$ cat src/hw/tcsup_pkg.sv
// Constants, register map and types for the trip circuit supervisor.
//
// How it works
// - Sample isolated supervision inputs, produce one alarm, drive output and registers.
// - Four selectable wiring modes: two inputs, plus input, resistor, no resistor.
// - Mode 1 pair is valid only when exactly one input reads one.
// - Mode 1 both-low and both-high each have their own delay timer.
// - Mode 1: 01 and 10 keep alarm off; 00 and 11 alarm after delays.
// - Mode 2 alarms after low-low delay only when open and input a are 0.
// - Mode 3 alarms after low-low delay while input a reads 0.
// - Mode 4 never alarms when open alone; else alarms after delay on input a 0.
// - Low-low delay programmable 0 to 60000 ms, default 1000 ms.
// - High-high delay 0 to 10000 ms, default 1000; permit setting suppresses it.
// - Count every rising edge of the alarm; count is readable.
package tcsup_pkg;

   // Register byte offsets.
   localparam logic [7:0] TCSUP_CTRL_OFS   = 8'h00;
   localparam logic [7:0] TCSUP_LLDLY_OFS  = 8'h04;
   localparam logic [7:0] TCSUP_HHDLY_OFS  = 8'h08;
   localparam logic [7:0] TCSUP_STAT_OFS   = 8'h0c;
   localparam logic [7:0] TCSUP_COUNT_OFS  = 8'h10;
   localparam logic [7:0] TCSUP_IRQST_OFS  = 8'h14;
   localparam logic [7:0] TCSUP_IRQMSK_OFS = 8'h18;

   // Control field positions.
   localparam int TCSUP_CTRL_EN_BIT     = 0;
   localparam int TCSUP_CTRL_MODE_LSB   = 1;
   localparam int TCSUP_CTRL_PERMIT_BIT = 3;

   // Delay limits and defaults in milliseconds.
   localparam logic [15:0] TCSUP_LL_MAX_MS = 16'd60000;
   localparam logic [15:0] TCSUP_HH_MAX_MS = 16'd10000;
   localparam logic [15:0] TCSUP_DLY_DEF_MS = 16'd1000;

   // Millisecond tick derived from the 125 MHz clock.
   localparam int TCSUP_CLK_KHZ = 125000;
   localparam int TCSUP_MS_CYCLES = TCSUP_CLK_KHZ;

   // Interrupt bit positions.
   localparam int TCSUP_IRQ_RISE_BIT = 0;
   localparam int TCSUP_IRQ_FALL_BIT = 1;

   // AXI responses.
   localparam logic [1:0] TCSUP_RESP_OKAY   = 2'b00;
   localparam logic [1:0] TCSUP_RESP_SLVERR = 2'b10;

   // Wiring modes, one-hot, as field values 0..3 select them.
   typedef enum logic [3:0] {
      TCSUP_M1 = 4'b0001,
      TCSUP_M2 = 4'b0010,
      TCSUP_M3 = 4'b0100,
      TCSUP_M4 = 4'b1000
   } tcsup_mode_e;

endpackage

$ cat src/hw/tcsup_top.sv
// Trip circuit supervisor with AXI4-Lite register access.
`timescale 1ns/1ns
module tcsup_top #(
   parameter int MS_CYCLES = tcsup_pkg::TCSUP_MS_CYCLES
) (
   input  wire logic        i_core_clk,    // 125 MHz clock.
   input  wire logic        i_rst,         // Synchronous reset, high.
   input  wire logic        i_breaker_open,   // Breaker open contact.
   input  wire logic        i_breaker_closed, // Breaker closed contact.
   input  wire logic        i_supervision_input_a, // Supervision input.
   input  wire logic        i_supervision_input_b, // Second input, mode 1.
   output logic             o_wrong_position_alarm, // Alarm to output.
   output logic             o_irq,         // Level interrupt.
   input  wire logic [7:0]  i_awaddr,      // Write address.
   input  wire logic        i_awvalid,     // Write address valid.
   output logic             o_awready,     // Write address ready.
   input  wire logic [31:0] i_wdata,       // Write data.
   input  wire logic [3:0]  i_wstrb,       // Write strobes.
   input  wire logic        i_wvalid,      // Write data valid.
   output logic             o_wready,      // Write data ready.
   output logic [1:0]       o_bresp,       // Write response.
   output logic             o_bvalid,      // Write response valid.
   input  wire logic        i_bready,      // Write response ready.
   input  wire logic [7:0]  i_araddr,      // Read address.
   input  wire logic        i_arvalid,     // Read address valid.
   output logic             o_arready,     // Read address ready.
   output logic [31:0]      o_rdata,       // Read data.
   output logic [1:0]       o_rresp,       // Read response.
   output logic             o_rvalid,      // Read data valid.
   input  wire logic        i_rready       // Read data ready.
);
   import tcsup_pkg::*;

   // ******************************************************************
   // Helper functions
   // ******************************************************************

   // Applies byte strobes to a 32-bit word.
   function automatic logic [31:0] merge(input logic [31:0] old_v,
                                         input logic [31:0] new_v,
                                         input logic [3:0]  strb);
      logic [31:0] r;
      r = old_v;
      for (int i = 0; i < 4; i++) begin
         if (strb[i]) begin
            r[i*8 +: 8] = new_v[i*8 +: 8];
         end
      end
      return r;
   endfunction

   // Limits a delay to its maximum.
   function automatic logic [15:0] clamp(input logic [15:0] v,
                                         input logic [15:0] mx);
      return (v > mx) ? mx : v;
   endfunction

   // Converts the two-bit field into a one-hot mode.
   function automatic tcsup_mode_e to_mode(input logic [1:0] f);
      tcsup_mode_e m;
      m = TCSUP_M1;
      case (f)
         2'h0: m = TCSUP_M1;
         2'h1: m = TCSUP_M2;
         2'h2: m = TCSUP_M3;
         default: m = TCSUP_M4;
      endcase
      return m;
   endfunction

   // ******************************************************************
   // Registers and state
   // ******************************************************************
   logic        en_q, en_d;
   logic        permit_q, permit_d;
   logic [1:0]  mode_f_q, mode_f_d;
   logic [15:0] ll_dly_q, ll_dly_d;
   logic [15:0] hh_dly_q, hh_dly_d;
   logic [1:0]  irq_st_q, irq_st_d;
   logic [1:0]  irq_msk_q, irq_msk_d;
   logic [31:0] count_q, count_d;
   logic [16:0] tick_cnt_q, tick_cnt_d;
   logic        tick_q, tick_d;
   logic [15:0] ll_ms_q, ll_ms_d;
   logic [15:0] hh_ms_q, hh_ms_d;
   logic        alarm_q, alarm_d;
   logic        irq_q, irq_d;

   logic        aw_got_q, aw_got_d;
   logic        w_got_q, w_got_d;
   logic [7:0]  awaddr_q, awaddr_d;
   logic [31:0] wdata_q, wdata_d;
   logic [3:0]  wstrb_q, wstrb_d;
   logic        bvalid_q, bvalid_d;
   logic [1:0]  bresp_q, bresp_d;
   logic        rvalid_q, rvalid_d;
   logic [31:0] rdata_q, rdata_d;
   logic [1:0]  rresp_q, rresp_d;

   tcsup_mode_e mode;
   logic        ll_cond;
   logic        hh_cond;
   logic        wr_fire;
   logic        rd_fire;
   logic        rd_stat_clr;
   logic        rise;
   logic        fall;
   logic [31:0] wr_word;

   // ******************************************************************
   // Pattern evaluation
   // ******************************************************************

   // Selects which invalid pattern is present in the chosen mode.
   always_comb begin
      mode    = to_mode(mode_f_q);
      ll_cond = 1'b0;
      hh_cond = 1'b0;
      case (mode)
         TCSUP_M1: begin
            // Exactly one high is valid.
            ll_cond = ~i_supervision_input_a & ~i_supervision_input_b;
            hh_cond = i_supervision_input_a & i_supervision_input_b
                      & ~permit_q;
         end
         TCSUP_M2: begin
            ll_cond = ~i_breaker_open & ~i_supervision_input_a;
         end
         TCSUP_M3: begin
            ll_cond = ~i_supervision_input_a;
         end
         TCSUP_M4: begin
            // Open alone means open; closed or unknown is supervised.
            ll_cond = ~(i_breaker_open & ~i_breaker_closed)
                      & ~i_supervision_input_a;
         end
         default: begin
            ll_cond = 1'b0;
         end
      endcase
   end

   // ******************************************************************
   // Millisecond timers and alarm
   // ******************************************************************

   // Counts milliseconds in each invalid pattern and raises the alarm.
   always_comb begin
      tick_cnt_d = tick_cnt_q + 17'd1;
      tick_d     = 1'b0;
      if (tick_cnt_q == 17'(MS_CYCLES - 1)) begin
         tick_cnt_d = '0;
         tick_d     = 1'b1;
      end
      ll_ms_d = ll_ms_q;
      hh_ms_d = hh_ms_q;
      alarm_d = 1'b0;
      if (!en_q) begin
         ll_ms_d = '0;
         hh_ms_d = '0;
      end else begin
         // Separate timers per pattern.
         if (!ll_cond) begin
            ll_ms_d = '0;
         end else if (tick_q && ll_ms_q <= ll_dly_q) begin
            ll_ms_d = ll_ms_q + 16'd1;
         end
         if (!hh_cond) begin
            hh_ms_d = '0;
         end else if (tick_q && hh_ms_q <= hh_dly_q) begin
            hh_ms_d = hh_ms_q + 16'd1;
         end
         // First tick ends a partial ms; alarm after dly+1 ticks, or at once when dly is 0.
         alarm_d = (ll_cond && (ll_ms_q > ll_dly_q || ll_dly_q == '0)) ||
                   (hh_cond && (hh_ms_q > hh_dly_q || hh_dly_q == '0));
      end
   end

   assign rise = alarm_d & ~alarm_q;
   assign fall = ~alarm_d & alarm_q;

   // Counts alarm assertions, wrapping at full scale.
   always_comb begin
      count_d = count_q;
      if (rise) begin
         count_d = count_q + 32'd1;
      end
   end

   // ******************************************************************
   // AXI4-Lite slave
   // ******************************************************************
   assign wr_fire = aw_got_q && w_got_q && !bvalid_q;
   assign rd_fire = i_arvalid && o_arready;
   assign rd_stat_clr = rd_fire && (i_araddr == TCSUP_IRQST_OFS);

   // Captures address and data in any order and answers writes.
   always_comb begin
      aw_got_d = aw_got_q;
      w_got_d  = w_got_q;
      awaddr_d = awaddr_q;
      wdata_d  = wdata_q;
      wstrb_d  = wstrb_q;
      bvalid_d = bvalid_q;
      bresp_d  = bresp_q;
      if (i_awvalid && o_awready) begin
         aw_got_d = 1'b1;
         awaddr_d = i_awaddr;
      end
      if (i_wvalid && o_wready) begin
         w_got_d = 1'b1;
         wdata_d = i_wdata;
         wstrb_d = i_wstrb;
      end
      if (wr_fire) begin
         aw_got_d = 1'b0;
         w_got_d  = 1'b0;
         bvalid_d = 1'b1;
         bresp_d  = TCSUP_RESP_OKAY;
         if (awaddr_q != TCSUP_CTRL_OFS && awaddr_q != TCSUP_LLDLY_OFS &&
             awaddr_q != TCSUP_HHDLY_OFS && awaddr_q != TCSUP_IRQMSK_OFS &&
             awaddr_q != TCSUP_STAT_OFS && awaddr_q != TCSUP_COUNT_OFS &&
             awaddr_q != TCSUP_IRQST_OFS) begin
            bresp_d = TCSUP_RESP_SLVERR;
         end
      end else if (bvalid_q && i_bready) begin
         bvalid_d = 1'b0;
      end
   end

   // Applies writes to control, delay and mask registers.
   always_comb begin
      en_d      = en_q;
      permit_d  = permit_q;
      mode_f_d  = mode_f_q;
      ll_dly_d  = ll_dly_q;
      hh_dly_d  = hh_dly_q;
      irq_msk_d = irq_msk_q;
      wr_word   = '0;
      if (wr_fire) begin
         if (awaddr_q == TCSUP_CTRL_OFS) begin
            wr_word  = merge({28'h0, permit_q, mode_f_q, en_q},
                             wdata_q, wstrb_q);
            en_d     = wr_word[TCSUP_CTRL_EN_BIT];
            mode_f_d = wr_word[TCSUP_CTRL_MODE_LSB +: 2];
            permit_d = wr_word[TCSUP_CTRL_PERMIT_BIT];
         end else if (awaddr_q == TCSUP_LLDLY_OFS) begin
            wr_word  = merge({16'h0, ll_dly_q}, wdata_q, wstrb_q);
            ll_dly_d = clamp(wr_word[15:0], TCSUP_LL_MAX_MS);
         end else if (awaddr_q == TCSUP_HHDLY_OFS) begin
            wr_word  = merge({16'h0, hh_dly_q}, wdata_q, wstrb_q);
            hh_dly_d = clamp(wr_word[15:0], TCSUP_HH_MAX_MS);
         end else if (awaddr_q == TCSUP_IRQMSK_OFS) begin
            wr_word   = merge({30'h0, irq_msk_q}, wdata_q, wstrb_q);
            irq_msk_d = wr_word[1:0];
         end
      end
   end

   // Sticky events; a new event wins over the read that clears.
   always_comb begin
      irq_st_d = rd_stat_clr ? 2'b00 : irq_st_q;
      irq_st_d[TCSUP_IRQ_RISE_BIT] = irq_st_d[TCSUP_IRQ_RISE_BIT] | rise;
      irq_st_d[TCSUP_IRQ_FALL_BIT] = irq_st_d[TCSUP_IRQ_FALL_BIT] | fall;
      irq_d = |(irq_st_d & irq_msk_d);
   end

   // Returns read data one cycle after the address is taken.
   always_comb begin
      rvalid_d = rvalid_q;
      rdata_d  = rdata_q;
      rresp_d  = rresp_q;
      if (rd_fire) begin
         rvalid_d = 1'b1;
         rresp_d  = TCSUP_RESP_OKAY;
         rdata_d  = '0;
         if (i_araddr == TCSUP_CTRL_OFS) begin
            rdata_d = {28'h0, permit_q, mode_f_q, en_q};
         end else if (i_araddr == TCSUP_LLDLY_OFS) begin
            rdata_d = {16'h0, ll_dly_q};
         end else if (i_araddr == TCSUP_HHDLY_OFS) begin
            rdata_d = {16'h0, hh_dly_q};
         end else if (i_araddr == TCSUP_STAT_OFS) begin
            rdata_d = {27'h0, i_breaker_closed, i_breaker_open,
                       i_supervision_input_b, i_supervision_input_a,
                       alarm_q};
         end else if (i_araddr == TCSUP_COUNT_OFS) begin
            rdata_d = count_q;
         end else if (i_araddr == TCSUP_IRQST_OFS) begin
            rdata_d = {30'h0, irq_st_q};
         end else if (i_araddr == TCSUP_IRQMSK_OFS) begin
            rdata_d = {30'h0, irq_msk_q};
         end else begin
            rresp_d = TCSUP_RESP_SLVERR;
         end
      end else if (rvalid_q && i_rready) begin
         rvalid_d = 1'b0;
      end
   end

   // ******************************************************************
   // State registers
   // ******************************************************************

   // Registers every group; reset gives defined values.
   always_ff @(posedge i_core_clk) begin
      if (i_rst) begin
         en_q       <= 1'b0;
         permit_q   <= 1'b0;
         mode_f_q   <= 2'h0;
         ll_dly_q   <= TCSUP_DLY_DEF_MS;
         hh_dly_q   <= TCSUP_DLY_DEF_MS;
         irq_st_q   <= 2'h0;
         irq_msk_q  <= 2'h0;
         count_q    <= 32'h0;
         tick_cnt_q <= 17'h0;
         tick_q     <= 1'b0;
         ll_ms_q    <= 16'h0;
         hh_ms_q    <= 16'h0;
         alarm_q    <= 1'b0;
         irq_q      <= 1'b0;
         aw_got_q   <= 1'b0;
         w_got_q    <= 1'b0;
         awaddr_q   <= 8'h0;
         wdata_q    <= 32'h0;
         wstrb_q    <= 4'h0;
         bvalid_q   <= 1'b0;
         bresp_q    <= 2'h0;
         rvalid_q   <= 1'b0;
         rdata_q    <= 32'h0;
         rresp_q    <= 2'h0;
      end else begin
         en_q       <= en_d;
         permit_q   <= permit_d;
         mode_f_q   <= mode_f_d;
         ll_dly_q   <= ll_dly_d;
         hh_dly_q   <= hh_dly_d;
         irq_st_q   <= irq_st_d;
         irq_msk_q  <= irq_msk_d;
         count_q    <= count_d;
         tick_cnt_q <= tick_cnt_d;
         tick_q     <= tick_d;
         ll_ms_q    <= ll_ms_d;
         hh_ms_q    <= hh_ms_d;
         alarm_q    <= alarm_d;
         irq_q      <= irq_d;
         aw_got_q   <= aw_got_d;
         w_got_q    <= w_got_d;
         awaddr_q   <= awaddr_d;
         wdata_q    <= wdata_d;
         wstrb_q    <= wstrb_d;
         bvalid_q   <= bvalid_d;
         bresp_q    <= bresp_d;
         rvalid_q   <= rvalid_d;
         rdata_q    <= rdata_d;
         rresp_q    <= rresp_d;
      end
   end

   // Outputs come from flip-flops; the ready outputs are gated from them.
   assign o_wrong_position_alarm = alarm_q;
   assign o_irq     = irq_q;
   assign o_awready = ~aw_got_q & ~bvalid_q;
   assign o_wready  = ~w_got_q & ~bvalid_q;
   assign o_bvalid  = bvalid_q;
   assign o_bresp   = bresp_q;
   assign o_arready = ~rvalid_q;
   assign o_rvalid  = rvalid_q;
   assign o_rdata   = rdata_q;
   assign o_rresp   = rresp_q;

endmodule

$ cat config.mk
export PLATFORM = sky130hd
export DESIGN_NAME = tcsup_top
export DESIGN_NICKNAME = d
export VERILOG_FILES = /design/src/hw/tcsup_pkg.sv /design/src/hw/tcsup_top.sv
export SDC_FILE = /design/constraint.sdc
export NUM_CORES = 1
export LEC_CHECK = 0
export ABC_CLOCK_PERIOD_IN_PS = 3400
export BUFFER_PORTS_ARGS = -buffer_cell sky130_fd_sc_hd__buf_2
export CORE_UTILIZATION = 33
export CTS_CLUSTER_DIAMETER = 30
export DETAILED_ROUTE_END_ITERATION = 12
export GPL_TIMING_DRIVEN = 0
export PLACE_DENSITY = 0.55
export REMOVE_ABC_BUFFERS = 1
export SLEW_MARGIN = 0
export SYNTH_ARGS = -nofsm -noshare
export SYNTH_HDL_FRONTEND = slang
export SYNTH_SLANG_ARGS = --single-unit
$ cat constraint.sdc
create_clock -name i_core_clk -period 3.4 [get_ports i_core_clk]
set_clock_uncertainty 0.1 [all_clocks]
set_input_delay 0.34 -clock i_core_clk [delete_from_list [all_inputs] [get_ports i_core_clk]]
set_output_delay 0.34 -clock i_core_clk [all_outputs]
set_load 0.02 [all_outputs]
==> reports/results.tsv <==
stage	metric	value	unit
worst_setup_path	Critical Path AT	3550	ps
global_route	vias in the first global route	7631	
placed_design	port buffer count	85	
placed_design	hpwl dp	17.7	mm
cells_and_area	most common cell after layout, fill and taps aside	dfxtp_1	
floorplanning	Die ar.	28800	µm²
global_route	antenna violations before repair	0	
worst_setup_path	Crit. End Element	flop	
synth	number of synthesized flops with an enable pin	0	
power_and_ir_drop	internal power	3320	µW
global_route	grt total ovfl	0	
cells_and_area	Syn-to-layout area delta	17.0	%
floorplanning	Initial Util	33.5	%
synth	post-synthesis sequential area ratio	40.5	%
synth	synthesized area	9280	µm²
synth	Yosys cell types	78	
route	DRC	0	
cts	maximum root-to-sink buffer count	2	
cells_and_area	layout cells sized above 1	15.2	%
synth	Synth warnings	0	
placed_design	gpl congestion	0.864	
route	DRT antenna net count	0	
synth	flops & latches, synth	188	
cts	clock slew at reported path FFs	80	ps
floorplanning	core area	27700	µm²
global_route	first-pass GRT wire length	40.0	mm
global_route	pin count of the biggest net entering global routing	86	
worst_setup_path	CP Class	reg -> reg	
outcome	status	complete, no violations	
synth	Main synth FF type	dfxtp_1	
cts	Clock Latency Late Sink	440	ps
run	Max-Cap Viols	0	
timing	number of setup violations in the final report	0	
synth	async set-reset flop share out of synthesis	0	%
timing	fmax	0.302	GHz
timing	Rel. slew slack	21.0	%
power_and_ir_drop	clock share of power	44.0	%
floorplanning	row count	61	
timing	Tcrit/Tclk final	97.5	%
worst_setup_path	worst endpoint required time	3630	ps
synth	Syn Area/Cell	8.27	µm²
worst_setup_path	CP max FO	6	
power_and_ir_drop	Switching Fraction	27.0	%
cells_and_area	commonest cells after routing, fill and taps aside	dfxtp_1 (180), nand2_1 (136), nor2_1 (122)	
worst_hold_path	HP Class	in -> reg	
power_and_ir_drop	switching power	1230	µW
global_route	overall routing resource usage	17.5	%
worst_setup_path	CP peak stage delay	480	ps
worst_setup_path	Crit-path slowest cell	or4_4	
synth	Syn Inst Count	1123	
power_and_ir_drop	leakage	0.00397	µW
power_and_ir_drop	logic gate share of total power	5.6	%
floorplanning	ports placed on the boundary	106	
timing	RSZ-0062 raised after global routing	no	
power_and_ir_drop	Seq pwr share	50.4	%
timing	post-route setup TNS	0	ps
cts	CTS H-tree lvls	4	
power_and_ir_drop	worst vdd ir	0.000288	V
route	wirelength, routed	24.8	mm
timing	worst slew pin tran	1180	ps
cells_and_area	Fillers	2888	
cts	clock buffer count from CTS	17	
timing	fin crit period	3310	ps
route	DR pass1 iterations	5	
floorplanning	Die Ht	170	µm
route	routed len/inst	15.6	µm
timing	Max Slew Vio Count	0	
timing	final hold vios	0	
route	total number of vias	8165	
worst_setup_path	cells along the critical path	inv_1 > ha_1 > nand4_1 > nor4_2 > a21bo_2 > nand4b_1 > and3_2 > nor2_4 > or4_4 > mux2_4	
cells_and_area	final core occ	39.2	%
cts	Root Buffer	clkbuf_16	
power_and_ir_drop	PwrDens	420	nW/µm²
floorplanning	Die W	170	µm
route	Initial DRC Count	483	
worst_setup_path	Worst setup SP type	flop	
route	Vias/cell	5.15	
cts	CTS tree	yes	
cells_and_area	antenna cell count	0	
cells_and_area	Nets	1292	
cts	clk sinks	188	
[synthesized netlist by cell type, types with 17 or more instances]
| library cell | instances | area, µm² |
|---|---|---|
| a211oi_1 | 19 | 143 |
| a21oi_1 | 97 | 485 |
| clkbuf_1 | 45 | 169 |
| dfxtp_1 | 188 | 3760 |
| ha_1 | 36 | 450 |
| inv_1 | 65 | 244 |
| nand2_1 | 136 | 510 |
| nand3_1 | 43 | 215 |
| nand4_1 | 36 | 225 |
| nor2_1 | 122 | 458 |
| nor3_1 | 25 | 125 |
| nor4_1 | 17 | 106 |
| o21ai_0 | 23 | 115 |
| xnor2_1 | 24 | 210 |
| xor2_1 | 28 | 245 |
[worst paths after layout]
check                                    to  cells after the start  slack [ps]          from
worst max register to register  count_q[17]                     10          90  ll_dly_q[13]
worst min register to register  o_rdata[22]                      2         350   o_rdata[22]
worst min-delay path             wstrb_q[1]                      3          30    i_wstrb[1]
worst max-delay path            count_q[17]                     10          90  ll_dly_q[13]
[what timing repair did]
| item | CTS | global route |
|---|---|---|
| hold endpoints to repair | 1 | 0 |
| endpoints found under the setup margin | 16 | 29 |
| pin swaps | 5 | 5 |
| hold buffers | 1 | 0 |
| setup buffers | 9 | 7 |
| cloned | 1 | 0 |
| gates resized for setup | 9 | 11 |
[routing by layer]
layer / part of all wire, % / routed length [µm] / vias up / global-route usage, %
met1: 48 / 11900 / 3846 / 23.0
met2: 47 / 11800 / 142 / 29.3
met5: 0 / 0 / - / 0
met3: 2.8 / 701 / 31 / 2.57
li1: - / - / 4146 / -
met4: 1.7 / 433 / 0 / 5.33
[worst max-delay path, delay by kind of cell (launching register included)]
family / cells / cell delay [ps]
buffers and inverters: 1 / 90
adders and majority gates: 1 / 310
muxes: 1 / 300
DFF: 1 / 410
AOI/OAI and AO/OA: 1 / 290
and+or+nand+nor: 6 / 1720
[layout make-up]
cell class	count	area, µm²	area share, %
Clock buffer	17	425	3.92
Clock inverter	15	168	1.54
Inverter	65	244	2.25
Multi-Input combinational cell	816	5160	47.5
Tap cell	378	473	4.36
Sequential cell	188	3780	34.8
Timing Repair Buffer	105	613	5.65
[registers in the layout, summed over array words and instances (netlist names), 2 cells and up]
register / cells
count_q: 32
irq_st_q: 2
wdata_q: 16
ll_dly_q: 16
hh_dly_q: 16
mode_f_q: 2
wstrb_q: 2
irq_msk_q: 2
hh_ms_q: 16
awaddr_q: 8
o_rdata: 32
ll_ms_q: 16
tick_cnt_q: 17
[stage by stage]
step                area [µm²]  hold slack, ps  power [µW]  instances  worst slack, ps
finish                   10900            25.6        4560       1584             86.4
global route             10900            27.0        4720       1584             7.09
CTS                      10800            14.7        4610       1577             26.2
detailed placement       10000             341        2610       1534             -797
global placement          9960             335        2600       1531             -839
floorplan                 9060             309        2470       1068             81.1
[cell families after synthesis]
group	after synthesis	share of synthesized area [%]
buffers and inverters	121	5.05
muxes	18	2.14
adders and majority gates	36	4.85
xor gates and xnor gates	52	4.91
other	1	0.0404
and+or+nand+nor	471	24.9
AOI/OAI and AO/OA	236	17.6
DFF	188	40.5
[power by group through the flow]
stage	Combinational [µW]	Sequential [µW]	Clock (µW)
6_report	254	2300	2010
3_3_place_gp	250	2350	0
3_5_place_dp	258	2350	0
5_1_grt	286	2300	2130
4_1_cts	259	2300	2050
2_1_floorplan	122	2350	0
No activity file was read; power rests on OpenSTA's default activity.
